`config.mk`:
```
export PLATFORM = sky130hd
export DESIGN_NAME = audio_tx_status_flags
export DESIGN_NICKNAME = d
export VERILOG_FILES = /design/src/tx_status_pkg.sv /design/src/audio_tx_status_flags.sv /design/src/pin_sync3.sv
export SDC_FILE = /design/constraint.sdc
export NUM_CORES = 1
export LEC_CHECK = 0
export BUFFER_PORTS_ARGS = -buffer_cell sky130_fd_sc_hd__clkbuf_2
export CAP_MARGIN = 0
export CELL_PAD_IN_SITES_DETAIL_PLACEMENT = 1
export CELL_PAD_IN_SITES_GLOBAL_PLACEMENT = 1
export CORE_MARGIN = 4
export CORE_UTILIZATION = 37
export CTS_BUF_LIST = sky130_fd_sc_hd__clkbuf_16
export CTS_CLUSTER_DIAMETER = 80
export DETAILED_ROUTE_END_ITERATION = 10
export PLACE_DENSITY_LB_ADDON = 0.1
export SYNTH_ARGS = -nofsm -noshare
export SYNTH_HDL_FRONTEND = slang
export SYNTH_HIERARCHICAL = 1
export SYNTH_SLANG_ARGS = --single-unit
```
`constraint.sdc`:
```
create_clock -name i_clk -period 2.5 [get_ports i_clk]
set_clock_uncertainty 0.05 [all_clocks]
set_input_delay 0.625 -clock i_clk [delete_from_list [all_inputs] [get_ports i_clk]]
set_output_delay 0.625 -clock i_clk [all_outputs]
set_load 0.005 [all_outputs]
```
`src/tx_status_pkg.sv`:
```
// Purpose: Shared constants for the transmit status flag bank
// Assumes: 32-bit AXI4-Lite register bus, byte addresses as printed
// Notes:   Status and enable registers use different bit layouts

package tx_status_pkg;

    // ==========================================================
    // Bus geometry
    localparam int          ADDR_W              = 8;
    localparam int          DATA_W              = 32;

    // ==========================================================
    // Register byte offsets
    localparam logic [7:0]  OFS_TX_INT_ENABLE   = 8'hBC;
    localparam logic [7:0]  OFS_TX_STATUS       = 8'hC0;

    // ==========================================================
    // Status register bit positions
    localparam int          ST_UNDERFLOW        = 0;
    localparam int          ST_EARLY_SYNC       = 1;
    localparam int          ST_CLOCK_FAIL       = 2;
    localparam int          ST_SLOT_PARITY      = 3;
    localparam int          ST_FINAL_SLOT       = 4;
    localparam int          ST_BUFFER_EMPTY     = 5;
    localparam int          ST_FRAME_START      = 6;
    localparam int          ST_PORT_WRITE_ERR   = 7;
    localparam int          ST_ERROR_SUMMARY    = 8;

    // ==========================================================
    // Interrupt enable register bit positions
    localparam int          EN_UNDERFLOW        = 0;
    localparam int          EN_EARLY_SYNC       = 1;
    localparam int          EN_CLOCK_FAIL       = 2;
    localparam int          EN_PORT_WRITE_ERR   = 3;
    localparam int          EN_FINAL_SLOT       = 4;
    localparam int          EN_BUFFER_EMPTY     = 5;
    localparam int          EN_FRAME_START      = 7;

    // ==========================================================
    // Writable masks and reset values
    localparam logic [7:0]  FLAG_W1C_MASK       = 8'hF7;
    localparam logic [7:0]  ENABLE_WR_MASK      = 8'hBF;
    localparam logic [7:0]  FLAGS_RESET         = 8'h00;
    localparam logic [7:0]  ENABLE_RESET        = 8'h00;
    localparam logic [5:0]  PORT_COUNT_RESET    = 6'h00;

    // ==========================================================
    // AXI responses
    localparam logic [1:0]  RESP_OKAY           = 2'h0;
    localparam logic [1:0]  RESP_SLVERR         = 2'h2;

endpackage

```
`src/audio_tx_status_flags.sv`:
```
// Purpose: Transmit status flag bank with interrupt enable and AXI4-Lite access
// Assumes: Event inputs other than frame sync come from logic on i_clk
// Notes:   Flag set by hardware always beats a software clear in the same cycle
//
// Operation
// - A hardware set in the clearing cycle wins; flag stays set.
// - A set that beats a clear raises a fresh interrupt request.
// - Bit 8 reads OR of underflow, early sync, clock fail, port error.
// - Port error flag sets when slot port writes exceed transmitter count.
// - Software clears flags only by writing one; zero leaves them alone.
// - Interrupt asserts while a flag and its enable are both set.
// - Frame start flag sets on each new transmit frame sync.
// - Buffer empty flag sets on buffer-to-shifter move; buffer write clears it.
// - Buffer empty flag also sets on serializer reset release.
// - Every buffer empty set raises the DMA request regardless of enables.
// - Final slot flag sets with buffer empty flag on a load in the last slot.
// - Bit 3 reads the slot counter least significant bit.
// - Bits 31 to 9 read zero; writes there are ignored.
// - Underflow flag sets when shifter loads an unrefilled buffer.
// - Early sync flag sets when frame sync arrives too soon.
// - Clock fail flag sets when the clock detector reports error.
// - Enable one passes its event to the interrupt; zero blocks it.

`timescale 1ns/100ps

module audio_tx_status_flags
    import tx_status_pkg::*;
(
    input  wire logic                           i_clk,
    input  wire logic                           i_resetn,
    // AXI4-Lite slave
    input  wire logic [tx_status_pkg::ADDR_W-1:0] i_s_axi_awaddr,
    input  wire logic                           i_s_axi_awvalid,
    output logic                                o_s_axi_awready,
    input  wire logic [tx_status_pkg::DATA_W-1:0] i_s_axi_wdata,
    input  wire logic [3:0]                     i_s_axi_wstrb,
    input  wire logic                           i_s_axi_wvalid,
    output logic                                o_s_axi_wready,
    output logic [1:0]                          o_s_axi_bresp,
    output logic                                o_s_axi_bvalid,
    input  wire logic                           i_s_axi_bready,
    input  wire logic [tx_status_pkg::ADDR_W-1:0] i_s_axi_araddr,
    input  wire logic                           i_s_axi_arvalid,
    output logic                                o_s_axi_arready,
    output logic [tx_status_pkg::DATA_W-1:0]    o_s_axi_rdata,
    output logic [1:0]                          o_s_axi_rresp,
    output logic                                o_s_axi_rvalid,
    input  wire logic                           i_s_axi_rready,
    // Event sources from the transmit section
    input  wire logic                           i_tx_frame_sync,
    input  wire logic                           i_tx_early_sync,
    input  wire logic                           i_tx_clock_fail,
    input  wire logic                           i_tx_shift_load,
    input  wire logic                           i_tx_buffer_write,
    input  wire logic                           i_tx_serializer_release,
    input  wire logic                           i_tx_final_slot,
    input  wire logic                           i_tx_slot_counter_lsb,
    input  wire logic                           i_tx_slot_boundary,
    input  wire logic                           i_tx_port_write,
    input  wire logic [4:0]                     i_tx_transmitter_count,
    // Requests
    output logic                                o_tx_interrupt,
    output logic                                o_tx_interrupt_request,
    output logic                                o_tx_dma_request
);

    import tx_status_pkg::*;

    // ==========================================================
    // Declarations
    logic [ADDR_W-1:0]  wr_addr_q;
    logic               wr_addr_held_q;
    logic [DATA_W-1:0]  wr_data_q;
    logic [3:0]         wr_strb_q;
    logic               wr_data_held_q;
    logic               wr_fire;
    logic               wr_status;
    logic               wr_enable;
    logic [7:0]         flags_q;
    logic [7:0]         flags_d;
    logic [7:0]         enable_q;
    logic [7:0]         enable_st;
    logic [7:0]         set_ev;
    logic [7:0]         sw_clear;
    logic [7:0]         hw_clear;
    logic               sync_level;
    logic               sync_level_q;
    logic               refilled_q;
    logic [5:0]         port_count_q;
    logic               port_excess;
    logic [DATA_W-1:0]  status_word;

    // ==========================================================
    // Helpers

    // Moves enable bits into the status bit layout
    function automatic logic [7:0] enable_to_status(input logic [7:0] en);
        logic [7:0] st;
        st                    = 8'h00;
        st[ST_UNDERFLOW]      = en[EN_UNDERFLOW];
        st[ST_EARLY_SYNC]     = en[EN_EARLY_SYNC];
        st[ST_CLOCK_FAIL]     = en[EN_CLOCK_FAIL];
        st[ST_FINAL_SLOT]     = en[EN_FINAL_SLOT];
        st[ST_BUFFER_EMPTY]   = en[EN_BUFFER_EMPTY];
        st[ST_FRAME_START]    = en[EN_FRAME_START];
        st[ST_PORT_WRITE_ERR] = en[EN_PORT_WRITE_ERR];
        return st;
    endfunction

    // Any error flag in the status layout
    function automatic logic error_summary(input logic [7:0] f);
        return f[ST_UNDERFLOW] | f[ST_EARLY_SYNC] | f[ST_CLOCK_FAIL] | f[ST_PORT_WRITE_ERR];
    endfunction

    // ==========================================================
    // Frame sync pin
    pin_sync3 i_pin_sync3 (
        .i_clk    (i_clk),
        .i_resetn (i_resetn),
        .i_pin    (i_tx_frame_sync),
        .o_level  (sync_level)
    );

    // Previous filtered level for edge detection
    always_ff @(posedge i_clk or negedge i_resetn) begin
        if (!i_resetn) begin
            sync_level_q <= 1'b0;
        end else begin
            sync_level_q <= sync_level;
        end
    end

    // ==========================================================
    // AXI write channel

    // Address accepted once; held until the write is performed
    always_ff @(posedge i_clk or negedge i_resetn) begin
        if (!i_resetn) begin
            wr_addr_q      <= '0;
            wr_addr_held_q <= 1'b0;
        end else if (i_s_axi_awvalid && o_s_axi_awready) begin
            wr_addr_q      <= i_s_axi_awaddr;
            wr_addr_held_q <= 1'b1;
        end else if (wr_fire) begin
            wr_addr_held_q <= 1'b0;
        end
    end

    // Data accepted independently of the address
    always_ff @(posedge i_clk or negedge i_resetn) begin
        if (!i_resetn) begin
            wr_data_q      <= '0;
            wr_strb_q      <= 4'h0;
            wr_data_held_q <= 1'b0;
        end else if (i_s_axi_wvalid && o_s_axi_wready) begin
            wr_data_q      <= i_s_axi_wdata;
            wr_strb_q      <= i_s_axi_wstrb;
            wr_data_held_q <= 1'b1;
        end else if (wr_fire) begin
            wr_data_held_q <= 1'b0;
        end
    end

    // Ready only while the slot is free, so one write is in flight
    always_ff @(posedge i_clk or negedge i_resetn) begin
        if (!i_resetn) begin
            o_s_axi_awready <= 1'b0;
            o_s_axi_wready  <= 1'b0;
        end else begin
            o_s_axi_awready <= !wr_addr_held_q && !(i_s_axi_awvalid && o_s_axi_awready) && !o_s_axi_bvalid;
            o_s_axi_wready  <= !wr_data_held_q && !(i_s_axi_wvalid && o_s_axi_wready) && !o_s_axi_bvalid;
        end
    end

    // Both halves present: perform the write this cycle
    assign wr_fire   = wr_addr_held_q && wr_data_held_q && !o_s_axi_bvalid;
    assign wr_status = wr_fire && (wr_addr_q == OFS_TX_STATUS) && wr_strb_q[0];
    assign wr_enable = wr_fire && (wr_addr_q == OFS_TX_INT_ENABLE) && wr_strb_q[0];

    // Write response; unmapped addresses answer SLVERR
    always_ff @(posedge i_clk or negedge i_resetn) begin
        if (!i_resetn) begin
            o_s_axi_bvalid <= 1'b0;
            o_s_axi_bresp  <= RESP_OKAY;
        end else if (wr_fire) begin
            o_s_axi_bvalid <= 1'b1;
            o_s_axi_bresp  <= (wr_addr_q == OFS_TX_STATUS || wr_addr_q == OFS_TX_INT_ENABLE) ?
                              RESP_OKAY : RESP_SLVERR;
        end else if (i_s_axi_bready) begin
            o_s_axi_bvalid <= 1'b0;
        end
    end

    // ==========================================================
    // Interrupt enable register

    // Reserved enable bit and upper bytes stay zero
    always_ff @(posedge i_clk or negedge i_resetn) begin
        if (!i_resetn) begin
            enable_q <= ENABLE_RESET;
        end else if (wr_enable) begin
            enable_q <= wr_data_q[7:0] & ENABLE_WR_MASK;
        end
    end

    assign enable_st = enable_to_status(enable_q);

    // ==========================================================
    // Event detection

    // Refill tracking: a buffer write since the last load or serializer release counts
    always_ff @(posedge i_clk or negedge i_resetn) begin
        if (!i_resetn) begin
            refilled_q <= 1'b0;
        end else if (i_tx_buffer_write) begin
            refilled_q <= 1'b1;
        end else if (i_tx_shift_load || i_tx_serializer_release) begin
            refilled_q <= 1'b0;
        end
    end

    // Port writes in the current slot versus transmitters configured
    assign port_excess = i_tx_port_write &&
                         (i_tx_slot_boundary ? (i_tx_transmitter_count == 5'h00)
                                             : (port_count_q >= {1'b0, i_tx_transmitter_count}));

    // Saturating count restarts at each slot boundary
    always_ff @(posedge i_clk or negedge i_resetn) begin
        if (!i_resetn) begin
            port_count_q <= PORT_COUNT_RESET;
        end else if (i_tx_slot_boundary) begin
            port_count_q <= {5'h00, i_tx_port_write};
        end else if (i_tx_port_write && port_count_q != 6'h3F) begin
            port_count_q <= port_count_q + 6'h01;
        end
    end

    // Hardware set vector in status layout
    always_comb begin
        set_ev                    = 8'h00;
        set_ev[ST_UNDERFLOW]      = i_tx_shift_load && !refilled_q;
        set_ev[ST_EARLY_SYNC]     = i_tx_early_sync;
        set_ev[ST_CLOCK_FAIL]     = i_tx_clock_fail;
        set_ev[ST_BUFFER_EMPTY]   = i_tx_shift_load || i_tx_serializer_release;
        set_ev[ST_FINAL_SLOT]     = i_tx_shift_load && i_tx_final_slot;
        set_ev[ST_FRAME_START]    = sync_level && !sync_level_q;
        set_ev[ST_PORT_WRITE_ERR] = port_excess;
    end

    // ==========================================================
    // Flag register

    // Only ones written clear; the parity position is never stored
    assign sw_clear = wr_status ? (wr_data_q[7:0] & FLAG_W1C_MASK) : 8'h00;

    // Filling the buffer withdraws the buffer empty indication
    always_comb begin
        hw_clear                  = 8'h00;
        hw_clear[ST_BUFFER_EMPTY] = i_tx_buffer_write;
    end

    // Set is ORed last, so it beats any clear in the same cycle
    assign flags_d = ((flags_q & ~sw_clear & ~hw_clear) | set_ev) & FLAG_W1C_MASK;

    always_ff @(posedge i_clk or negedge i_resetn) begin
        if (!i_resetn) begin
            flags_q <= FLAGS_RESET;
        end else begin
            flags_q <= flags_d;
        end
    end

    // ==========================================================
    // Interrupt and DMA outputs

    // Level follows the next flag state so it lines up with flags_q
    always_ff @(posedge i_clk or negedge i_resetn) begin
        if (!i_resetn) begin
            o_tx_interrupt <= 1'b0;
        end else begin
            o_tx_interrupt <= |(flags_d & enable_st);
        end
    end

    // Fresh request on every enabled set, even one that beat a clear
    always_ff @(posedge i_clk or negedge i_resetn) begin
        if (!i_resetn) begin
            o_tx_interrupt_request <= 1'b0;
        end else begin
            o_tx_interrupt_request <= |(set_ev & enable_st);
        end
    end

    // DMA ignores the enables; request is high the cycle after each buffer empty set
    always_ff @(posedge i_clk or negedge i_resetn) begin
        if (!i_resetn) begin
            o_tx_dma_request <= 1'b0;
        end else begin
            o_tx_dma_request <= set_ev[ST_BUFFER_EMPTY];
        end
    end

    // ==========================================================
    // AXI read channel

    // Summary and parity are live, not stored
    always_comb begin
        status_word                   = '0;
        status_word[7:0]              = flags_q;
        status_word[ST_SLOT_PARITY]   = i_tx_slot_counter_lsb;
        status_word[ST_ERROR_SUMMARY] = error_summary(flags_q);
    end

    // One read at a time; arready drops while data waits
    always_ff @(posedge i_clk or negedge i_resetn) begin
        if (!i_resetn) begin
            o_s_axi_arready <= 1'b0;
        end else begin
            o_s_axi_arready <= !o_s_axi_rvalid && !(i_s_axi_arvalid && o_s_axi_arready);
        end
    end

    // Read data captured at address acceptance
    always_ff @(posedge i_clk or negedge i_resetn) begin
        if (!i_resetn) begin
            o_s_axi_rvalid <= 1'b0;
            o_s_axi_rdata  <= '0;
            o_s_axi_rresp  <= RESP_OKAY;
        end else if (i_s_axi_arvalid && o_s_axi_arready) begin
            o_s_axi_rvalid <= 1'b1;
            unique case (i_s_axi_araddr)
                OFS_TX_STATUS: begin
                    o_s_axi_rdata <= status_word;
                    o_s_axi_rresp <= RESP_OKAY;
                end
                OFS_TX_INT_ENABLE: begin
                    o_s_axi_rdata <= {24'h000000, enable_q};
                    o_s_axi_rresp <= RESP_OKAY;
                end
                default: begin
                    o_s_axi_rdata <= '0;
                    o_s_axi_rresp <= RESP_SLVERR;
                end
            endcase
        end else if (i_s_axi_rready) begin
            o_s_axi_rvalid <= 1'b0;
        end
    end

endmodule // audio_tx_status_flags

```
`src/pin_sync3.sv`:
```
// Purpose: Three-stage synchroniser for one asynchronous pin level
// Assumes: Input may change at any time relative to i_clk
// Notes:   Output moves only when stages two and three agree

`timescale 1ns/100ps

module pin_sync3 (
    input  wire logic   i_clk,
    input  wire logic   i_resetn,
    input  wire logic   i_pin,
    output logic        o_level
);

    logic   meta_q;
    logic   stage2_q;
    logic   stage3_q;

    // ==========================================================
    // Sync chain; first stage feeds only the second
    always_ff @(posedge i_clk or negedge i_resetn) begin
        if (!i_resetn) begin
            meta_q   <= 1'b0;
            stage2_q <= 1'b0;
            stage3_q <= 1'b0;
        end else begin
            meta_q   <= i_pin;
            stage2_q <= meta_q;
            stage3_q <= stage2_q;
        end
    end

    // Agreement filter rejects single-stage disagreement
    always_ff @(posedge i_clk or negedge i_resetn) begin
        if (!i_resetn) begin
            o_level <= 1'b0;
        end else if (stage2_q == stage3_q) begin
            o_level <= stage3_q;
        end
    end

endmodule // pin_sync3

```
-- Word-level counts from Yosys, hierarchy flattened
Cells that the tools add are included.
- add/subtract/negate cells: 1
- $lt $le $gt $ge: 1
- equality and inequality tests: 6
- multiplexer cells: 16
- bitwise gates (word level): 10
- reductions and logical operators: 40
- operators with widths (kind ; number):
    bitwise AND 8 bit ; 4
    equality test 8 bit, second input constant ; 4
    logical AND 1 bit ; 19
    one-hot mux 9 bit (2 select lines) ; 1
    OR reduction 8 bit ; 2
    2-to-1 mux 6 bit ; 2
    nonzero test 2 bit ; 6
    2-to-1 mux 1 bit ; 10
    logical NOT 1 bit ; 9
    2-to-1 mux 8 bit ; 1
    inverter 6 -> 8 bit ; 1
    inverter 8 bit ; 1
    bitwise OR 8 bit ; 1
    adder 6 x 1 -> 6 bit, second input constant ; 1
    >= comparator 6 x 5 -> 1 bit ; 1
    inequality test 6 bit, second input constant ; 1
    logical NOT 5 bit ; 1
    2-to-1 mux 2 bit ; 2
    bitwise OR 1 bit ; 3
    logical OR 1 bit ; 2
    OR reduction 2 bit ; 1
    equality test 1 bit ; 1
- bits in registers: 89
- input port bits: 74
- word-level logic and storage cells: 99

-- Depth between registers and ports, before layout
Gate-level depths: netlist of the first run.
- depth after elaboration: 11
- depth in mapped cells: 7
- depth with buffers taken out: 7

-- Modules after synthesis
Netlist of the first run, hierarchy kept.
- by module, submodules not included (module ; instances ; cells each ; area each (um^2)):
    audio_tx_status_flags ; 1 ; 267 ; 2927.8
    pin_sync3 ; 1 ; 5 ; 111.4

-- Least setup slack after synthesis of the first run
No wires, ideal clock.
- path kind: input -> register
- start: in i_tx_transmitter_count[3]
- end: reg flags_q[7]
- setup time: 0.122 ns
- arrival: 1.841 ns
- data required time: 2.328 ns
- path slack: 0.487 ns
- stages on the path: 6
- buffers on the path: 0
- cell sequence: inv_1 > ha_1 > a21o_1 > a2111oi_0 > o21ai_0 > a32o_1
- cells in the longest elaborated chain, start to end: 4
- elaborated cells between the ends (all ways): 5
- RTL lines (element ; line ; text):
    start: declaration ; audio_tx_status_flags.sv:60 ; input wire logic [4:0] i_tx_transmitter_count,
    >= comparator 6 x 5 -> 1 bit / logical NOT 5 bit (equally long branches) ; audio_tx_status_flags.sv:225, audio_tx_status_flags.sv:224 ;
    2-to-1 mux 1 bit * ; audio_tx_status_flags.sv:224 ; (i_tx_slot_boundary ? (i_tx_transmitter_count == 5'h00)
    logical AND 1 bit * ; audio_tx_status_flags.sv:223 ; assign port_excess = i_tx_port_write &&
    bitwise OR 8 bit * ; audio_tx_status_flags.sv:263 ; assign flags_d = ((flags_q & ~sw_clear & ~hw_clear) | set_ev) & FLAG_W1C_MASK;
    named net flags_d[7] ; audio_tx_status_flags.sv:80 ; logic [7:0] flags_d;
    end signal: assignment ; audio_tx_status_flags.sv:269 ; flags_q <= flags_d;
    end: declaration ; audio_tx_status_flags.sv:79 ; logic [7:0] flags_q;
The timed path passes the listed nets; every way through them passes the cells marked *.
A chain may end at the register's enable or synchronous reset.

-- Final worst setup path of the first run
- start: reg wr_addr_q[4]
- end: reg o_tx_interrupt
- cells in the longest elaborated chain, start to end: 10
- RTL lines (element ; line ; text):
    start: declaration ; audio_tx_status_flags.sv:71 ; logic [ADDR_W-1:0] wr_addr_q;
    start signal: assignment ; audio_tx_status_flags.sv:142 ; wr_addr_q <= i_s_axi_awaddr;
    equality test 8 bit ; audio_tx_status_flags.sv:177 ; assign wr_status = wr_fire && (wr_addr_q == OFS_TX_STATUS) && wr_strb_q[0];
    logical AND 1 bit (2 in series) ; audio_tx_status_flags.sv:177 ;
    2-to-1 mux 8 bit ; audio_tx_status_flags.sv:254 ; assign sw_clear = wr_status ? (wr_data_q[7:0] & FLAG_W1C_MASK) : 8'h00;
    inverter 8 bit ; audio_tx_status_flags.sv:263 ;
    bitwise AND 8 bit (2 in series) ; audio_tx_status_flags.sv:263 ;
    bitwise OR 8 bit ; audio_tx_status_flags.sv:263 ;
    bitwise AND 8 bit ; audio_tx_status_flags.sv:281 ; o_tx_interrupt <= |(flags_d & enable_st);
    OR reduction 8 bit ; audio_tx_status_flags.sv:281 ;
    end signal: assignment ; audio_tx_status_flags.sv:281 ;
    end: declaration ; audio_tx_status_flags.sv:62 ; output logic o_tx_interrupt,
No other way between the ends.

==> results.tsv, run 1 <==
stage	metric	value	unit
final_layout	design area	3700	µm²
synth	asr flop ratio synth	1.00	
synth	area share of the largest cell type after synthesis	0.527	
timing	fmax	464	MHz
power	Clock power frac	0.361	
synth	post-synthesis mux area share	0.0885	
clocking	setup bufs post-CTS	0	
final_layout	diodes inserted	0	
power	sequential group share of total power	0.458	
clocking	CTS Buffer Depth	2	
floorplanning	total core area	7850	µm²
clocking	Post-CTS Resized	0	
floorplanning	die area	9730	µm²
timing	post-route setup TNS	0	ps
power	Sw Ratio	0.279	
clocking	Clk Latency, worst-skew pair	320	ps
detailed_routing	wire length on met2	3.24	mm
synth	Synth Area in XOR/XNOR	0.0115	
critical_path	Worst Path Buf+Inv	0	
timing	part of the cycle the worst path needs	0.861	
timing	setup violators final	0	
power	Int Pwr	2.33	mW
global_route	GRT overflow	0	
synth	Top FF cell, synth	dfrtp_1	
timing	RSZ-0062 raised after global routing	false	
critical_path	slowest stage delay, CP	570	ps
detailed_routing	final WL	7.01	mm
power	Pwr per Cell Area	873	nW/µm²
floorplanning	initial core utilization	0.387	
place	area post-placement	3420	µm²
hold_path	worst hold path class	register to register	
place	Detailed Place HPWL	5.30	mm
timing	Fin. Hold Viols	0	
timing	worst slew pin tran	871	ps
detailed_routing	WL per Instance	15.5	µm
clocking	# H-tree levels	3	
critical_path	worst-path cell chain	nor4b_1 > nand2_1 > nor4b_1 > o2111a_1 > nand4_1	
critical_path	Setup CP Type	register to register	
synth	cell count after synthesis	272	
detailed_routing	met3 WL post-DR	452	µm
synth	Post-synth EDFFs	0	
floorplanning	Rows	32	
global_route	antenna violations before repair	0	
synth	post-synth cell types	46	
detailed_routing	First-pass DRT Iterations	5	
critical_path	CP endpoint kind	register	
synth	largest area contributor in the netlist	dfrtp_1	
final_layout	layout cells sized above 1	0.312	
global_route	largest net degree at the start of global routing	33	
synth	post-synthesis register bit count	64	
critical_path	Top delay family on crit path	simple AND/OR/NAND/NOR gates	
detailed_routing	Final ANT Viol Nets	0	
global_route	number of global-route vias before repair	2323	
clocking	clk sinks	64	
clocking	CTS tree	done	
synth	largest family of logic cells by synthesized area	simple AND/OR/NAND/NOR gates	
timing	Tmin final	2150	ps
place	Cells after DPL	436	
synth	post-synthesis simple-gate area fraction	0.142	
synth	Synth Area in Adders	0.0284	
synth	Seq/Total Area, Yosys	0.527	
floorplanning	Top Ports	118	
power	Sw Pwr	903	µW
detailed_routing	via count	2248	
critical_path	CP Data Arrival Time	2300	ps
critical_path	slowest stage cell, crit path	nor4b_1	
critical_path	startpoint types	register	
floorplanning	die width	98.6	µm
clocking	count of hold-fix buffers inserted at cts	0	
detailed_routing	initial DRC count	47	
power	combinational group share of total power	0.182	
clocking	CTS Buf Count	9	
synth	complex-gate fraction of the synthesized area	0.118	
power	leakage power	1.78	nW
detailed_routing	via/cell ratio	4.98	
detailed_routing	wl on met1	3.19	mm
clocking	CTS clk-pin slew, worst paths	50	ps
final_layout	NumNets Final	425	
synth	synthesized area	3040	µm²
global_route	first-pass GRT wire length	11.6	mm
timing	hold_ws	301	ps
timing	Worst slew margin	0.420	
synth	top-count cell post-synth	dfrtp_1	
detailed_routing	highest routed metal layer	met4	
floorplanning	Die Y	98.6	µm
place	gpl congestion	0.774	
final_layout	Register Area	1600	µm²
final_layout	Area Overhead vs Synth	21.7	%
critical_path	Max FO, Critical Path	4	
synth	largest cells by area after synthesis	dfrtp_1, mux2_2, buf_4	
place	Port Buf Inserts	65	
final_layout	area of the multi-input gates	1270	µm²
job	maxcap violations	0	
detailed_routing	DR DRC count	0	
critical_path	Crit path required time	2640	ps
timing	max-slew violation count	0	
synth	syn_area_per_cell	11.2	µm²
final_layout	Fillers	902	
final_layout	Post-Layout Cell Count	451	
synth	Synth Warn #	6	
critical_path	most frequent CP cell	nor4b_1	
global_route	total track usage	0.151	
power	Max VDD drop	413	µV
synth	Commonest cells post-synth	dfrtp_1, nand2_1, buf_4	
clocking	CTS root buffer	clkbuf_16	
run_status	status	complete, no violations	
layout make-up:
type,count,share of cell area
tap,102,0.0345
clock inverter,6,0.0139
clock buffer,9,0.0609
multi-input combinational,189,0.344
inverter,13,0.0132
sequential,64,0.433
timing repair buffer,68,0.101
routing by layer:
| layer | track usage | vias up |
|---|---|---|
| met3 | 0.0460 | 10 |
| met2 | 0.233 | 68 |
| li1 | - | 1068 |
| met1 | 0.198 | 1102 |
| met4 | 0.0630 | 0 |
| met5 | 0 | - |
power by group through the flow:
stage | clock, mW | combinational, mW | sequential [mW]
2_1_floorplan | 0 | 0.425 | 1.43
3_3_place_gp | 0 | 0.578 | 1.48
3_5_place_dp | 0 | 0.595 | 1.49
4_1_cts | 1.21 | 0.602 | 1.48
5_1_grt | 1.24 | 0.662 | 1.51
6_report | 1.17 | 0.587 | 1.48
final timing paths:
kind	startpoint	to	slack (ps)	cells after the start
min in group asynchronous	i_resetn	o_s_axi_arready	360	1
setup reg to reg	wr_addr_q[4]	o_tx_interrupt	350	5
max in group asynchronous	i_resetn	o_tx_interrupt_request	1440	2
hold / removal	i_pin_sync3/meta_q	i_pin_sync3/stage2_q	300	0
setup / recovery	wr_addr_q[4]	o_tx_interrupt	350	5
hold reg to reg	i_pin_sync3/meta_q	i_pin_sync3/stage2_q	300	0
registers in the layout, summed over array words and instances, names as in the netlist, 6 cells and up:
signal / cells
wr_data_q: 8
o_s_axi_rdata: 9
wr_addr_q: 8
flags_q: 7
port_count_q: 6
enable_q: 7
cells in the final DEF (no fill, tap or decap), types with 2 or more instances in the layout:
master | synthesis | layout
clkbuf_2 | 0 | 65
dfrtp_1 | 64 | 64
nand2_1 | 32 | 32
conb_1 | 1 | 25
o21ai_0 | 23 | 23
mux2_2 | 23 | 23
inv_1 | 13 | 13
nor2_1 | 9 | 9
clkbuf_16 | 0 | 9
nand4_1 | 7 | 7
a22oi_1 | 7 | 7
ha_1 | 6 | 6
a21o_1 | 5 | 5
nor4b_1 | 4 | 4
and3_1 | 4 | 4
xor2_1 | 4 | 4
nor2b_1 | 3 | 3
nand3_1 | 3 | 3
o31ai_1 | 3 | 3
clkinv_1 | 0 | 3
nor4_4 | 2 | 2
and4b_1 | 2 | 2
o21a_1 | 2 | 2
a21oi_1 | 2 | 2
clkinv_2 | 0 | 2
buf_12 | 0 | 2
through the flow:
stage	total power, mW	setup WS [ps]	utilization
after floorplan	1.86	487	-
after global placement	2.06	284	0.436
after detailed placement	2.09	258	0.436
after CTS	3.29	310	0.471
after global routing	3.42	145	0.471
final	3.23	347	0.471
cells by family (layout without fill, tap and decap cells):
kind of cell,count (synthesis),count (layout)
adders and majority gates,7,7
AOI/OAI and AO/OA,54,54
other,1,25
DFF,64,64
and+or+nand+nor,75,75
buffers and inverters,43,96
xor gates and xnor gates,4,4
muxes,24,24
(Power assumes the default switching activity.)
==> run 2, diff against run 1 <==
- ABC_AREA: default -> 1
- BUFFER_PORTS_ARGS: -buffer_cell sky130_fd_sc_hd__clkbuf_2 -> -buffer_cell sky130_fd_sc_hd__buf_2
- CORE_UTILIZATION: 37 -> 32
- clock period: 2.5 -> 1.9 ns (I/O delays scaled with it)
==> run 2 against run 1 <==
Clock power rose by 58%. Non-clock buffer count rose by 2. Register-to-register slack got worse by 70 ps. Critical endpoint is now port_count_q[5]. Sequential share of layout area fell by 0.66 points. Largest cell class unchanged. Count of clock-buffer cells in the layout did not move. Combinational power rose by 62%. Sequential power rose by 32%. Via count rose by 6.4%. Total power rose by 47%. Final cell count rose by 18%.
==> results.tsv, run 2 <==
stage	metric	value	unit	change
detailed_routing	met3 WL post-DR	361	µm	-20%
critical_path	Setup CP Type	register to register		
detailed_routing	final WL	6.98	mm	-0.54%
clocking	CTS Buf Count	9		unchanged
final_layout	max reg flops	9		unchanged
final_layout	design area	3760	µm²	+1.6%
floorplanning	Rows	35		+9.4%
floorplanning	die width	105	µm	+6.6%
power	Max VDD drop	771	µV	+86%
floorplanning	total core area	9200	µm²	+17%
final_layout	registers with the most flip-flops	o_s_axi_rdata (9), wr_addr_q (8), wr_data_q (8)		
timing	setup violators final	0		unchanged
place	Port Buf Inserts	65		unchanged
synth	Post-synth EDFFs	0		unchanged
final_layout	commonest cells after routing, fill and taps aside	nand2_1, buf_2, dfrtp_1		
critical_path	Crit path required time	2060	ps	-580 ps
global_route	largest net degree at the start of global routing	65		+97%
synth	top-count cell post-synth	nand2_1		
detailed_routing	DR DRC count	0		unchanged
floorplanning	Die Y	105	µm	+6.6%
critical_path	most frequent CP cell	nand2_1		
synth	post-synthesis register bit count	64		unchanged
final_layout	NumNets Final	494		+16%
floorplanning	die area	11100	µm²	+14%
place	worst slack at placement	113	ps	-145 ps
global_route	first-pass GRT wire length	12.0	mm	+2.9%
clocking	# H-tree levels	3		unchanged
job	maxcap violations	0		unchanged
detailed_routing	WL per Instance	13.2	µm	-15%
synth	synthesized area	3020	µm²	-0.62%
run_status	status	complete, no violations		
clocking	Post-CTS Resized	0		unchanged
power	Pwr per Cell Area	1260	nW/µm²	+45%
detailed_routing	initial DRC count	51		+8.5%
synth	Seq/Total Area, Yosys	0.530		+0.00327
final_layout	commonest non-fill, non-tap cell in the layout	nand2_1		
detailed_routing	via count	2392		+6.4%
clocking	CTS root buffer	clkbuf_16		
final_layout	final core occ	0.409		-0.0629
timing	RSZ-0062 raised after global routing	false		
power	leakage power	1.95	nW	+9.5%
floorplanning	Top Ports	118		unchanged
synth	syn_area_per_cell	8.94	µm²	-20%
clocking	count of hold-fix buffers inserted at cts	0		unchanged
critical_path	worst-path cell chain	ha_1 > nand4_1 > nand2_1 > nor2_1 > nand2_1 > o21ai_0 > a21oi_1		
place	gpl congestion	0.786		+1.5%
critical_path	startpoint types	register		
synth	Synth Warn #	6		unchanged
detailed_routing	highest routed metal layer	met4		
detailed_routing	via/cell ratio	4.51		-9.5%
place	area post-placement	3420	µm²	about the same
clocking	setup bufs post-CTS	0		unchanged
critical_path	Max FO, Critical Path	4		unchanged
global_route	number of global-route vias before repair	2480		+6.8%
place	Detailed Place HPWL	5.33	mm	+0.68%
timing	Tmin final	1620	ps	-534 ps
place	Cells after DPL	514		+18%
clocking	CTS Buffer Depth	2		unchanged
clocking	Clk Latency, worst-skew pair	320	ps	about the same
detailed_routing	First-pass DRT Iterations	4		-1
detailed_routing	wl on met1	3.32	mm	+4.0%
final_layout	most flop-heavy register	o_s_axi_rdata		
synth	cell count after synthesis	338		+24%
critical_path	CP endpoint kind	register		
critical_path	slowest stage cell, crit path	dfrtp_1		
final_layout	Post-Layout Cell Count	530		+18%
synth	asr flop ratio synth	1.00		unchanged
synth	Top FF cell, synth	dfrtp_1		
timing	post-route setup TNS	0	ps	unchanged
timing	setup ws final	281	ps	-65.5 ps
final_layout	layout cells sized above 1	0.239		-0.0737
detailed_routing	Final ANT Viol Nets	0		unchanged
timing	part of the cycle the worst path needs	0.852		-0.00933
critical_path	Top delay family on crit path	simple AND/OR/NAND/NOR gates		
synth	post-synth cell types	33		-28%
clocking	clk sinks	64		unchanged
synth	Commonest cells post-synth	nand2_1, dfrtp_1, inv_1		
clocking	CTS tree	done		
timing	fmax	618	MHz	+33%
critical_path	CP Data Arrival Time	1770	ps	-530 ps
synth	area share of the largest cell type after synthesis	0.530		+0.00327
critical_path	Worst Path Buf+Inv	0		unchanged
critical_path	slowest stage delay, CP	410	ps	-160 ps
global_route	GRT overflow	0		unchanged
clocking	CTS clk-pin slew, worst paths	50	ps	about the same
floorplanning	initial core utilization	0.328		-0.0588
global_route	antenna violations before repair	0		unchanged
timing	max-slew violation count	0		unchanged
timing	Fin. Hold Viols	0		unchanged
detailed_routing	wire length on met2	3.21	mm	-0.96%
final_layout	Fillers	1106		+23%
final_layout	Area Overhead vs Synth	24.4	%	
global_route	total track usage	0.136		-0.0150
final_layout	diodes inserted	0		unchanged
hold_path	worst hold path class	input pin to async pin		
synth	largest area contributor in the netlist	dfrtp_1		
synth	largest cells by area after synthesis	dfrtp_1, nand2_1, buf_4		
[run 2: changes by cell type in the layout (fill, tap and decap cells not counted), moves of 18 or more]
cell,change
nor2_1,+25
inv_1,+25
buf_2,+65
a21oi_1,+18
nand2_1,+45
clkbuf_2,-65
[run 2: routing by layer]
layer | GRT usage | vias up
met4 | 0.0394 | 0
met1 | 0.176 | 1124
met3 | 0.0469 | 7
met5 | 0 | -
li1 | - | 1200
met2 | 0.215 | 61
[run 2: path summary, 6_finish.rpt]
check,startpoint,to,slack (ps),cells past startpoint
worst max-delay path,port_count_q[0],port_count_q[5],280,7
max in group asynchronous,i_resetn,enable_q[7],1400,2
min in group i_clk,i_tx_frame_sync,i_pin_sync3/meta_q,210,1
worst min-delay path,i_resetn,o_s_axi_rdata[2],100,2
worst max register to register,port_count_q[0],port_count_q[5],280,7
worst min register to register,i_pin_sync3/meta_q,i_pin_sync3/stage2_q,300,0
[run 2: layout make-up]
type                       count  area (µm²)  share of cell area
inverter                      39         146              0.0390
clock inverter                 7         111              0.0296
timing repair buffer          70         375              0.0999
sequential                    64        1600               0.426
clock buffer                   9         225              0.0599
tap                          111         139              0.0370
multi-input combinational    230        1160               0.308
[run 2: logic make-up (layout without fill, tap and decap cells)]
| family | count (synthesis) | count (layout) | share of synthesized area |
|---|---|---|---|
| XOR/XNOR | 1 | 1 | 0.00290 |
| buffers and inverters | 68 | 125 | 0.116 |
| other | 1 | 25 | 0.00124 |
| multiplexers | 8 | 8 | 0.0298 |
| flip-flops | 64 | 64 | 0.530 |
| AND/OR/NAND/NOR | 141 | 141 | 0.203 |
| adder cells (fa/ha/maj) | 6 | 6 | 0.0249 |
| AO/OA/AOI/OAI | 49 | 49 | 0.0920 |
[run 2: metrics by stage]
step / total power, mW / hold slack (ps)
final: 4.75 / 99.0
after global routing: 5.09 / 128
after CTS: 4.83 / 132
after detailed placement: 2.95 / 287
after floorplan: 2.56 / 129
after global placement: 2.91 / 283
[run 2: power breakdown]
group | leakage (nW) | internal [mW] | switching, mW
clock network | 0.168 | 1.27 | 0.579
logic | 1.02 | 0.424 | 0.525
registers | 0.760 | 1.74 | 0.213
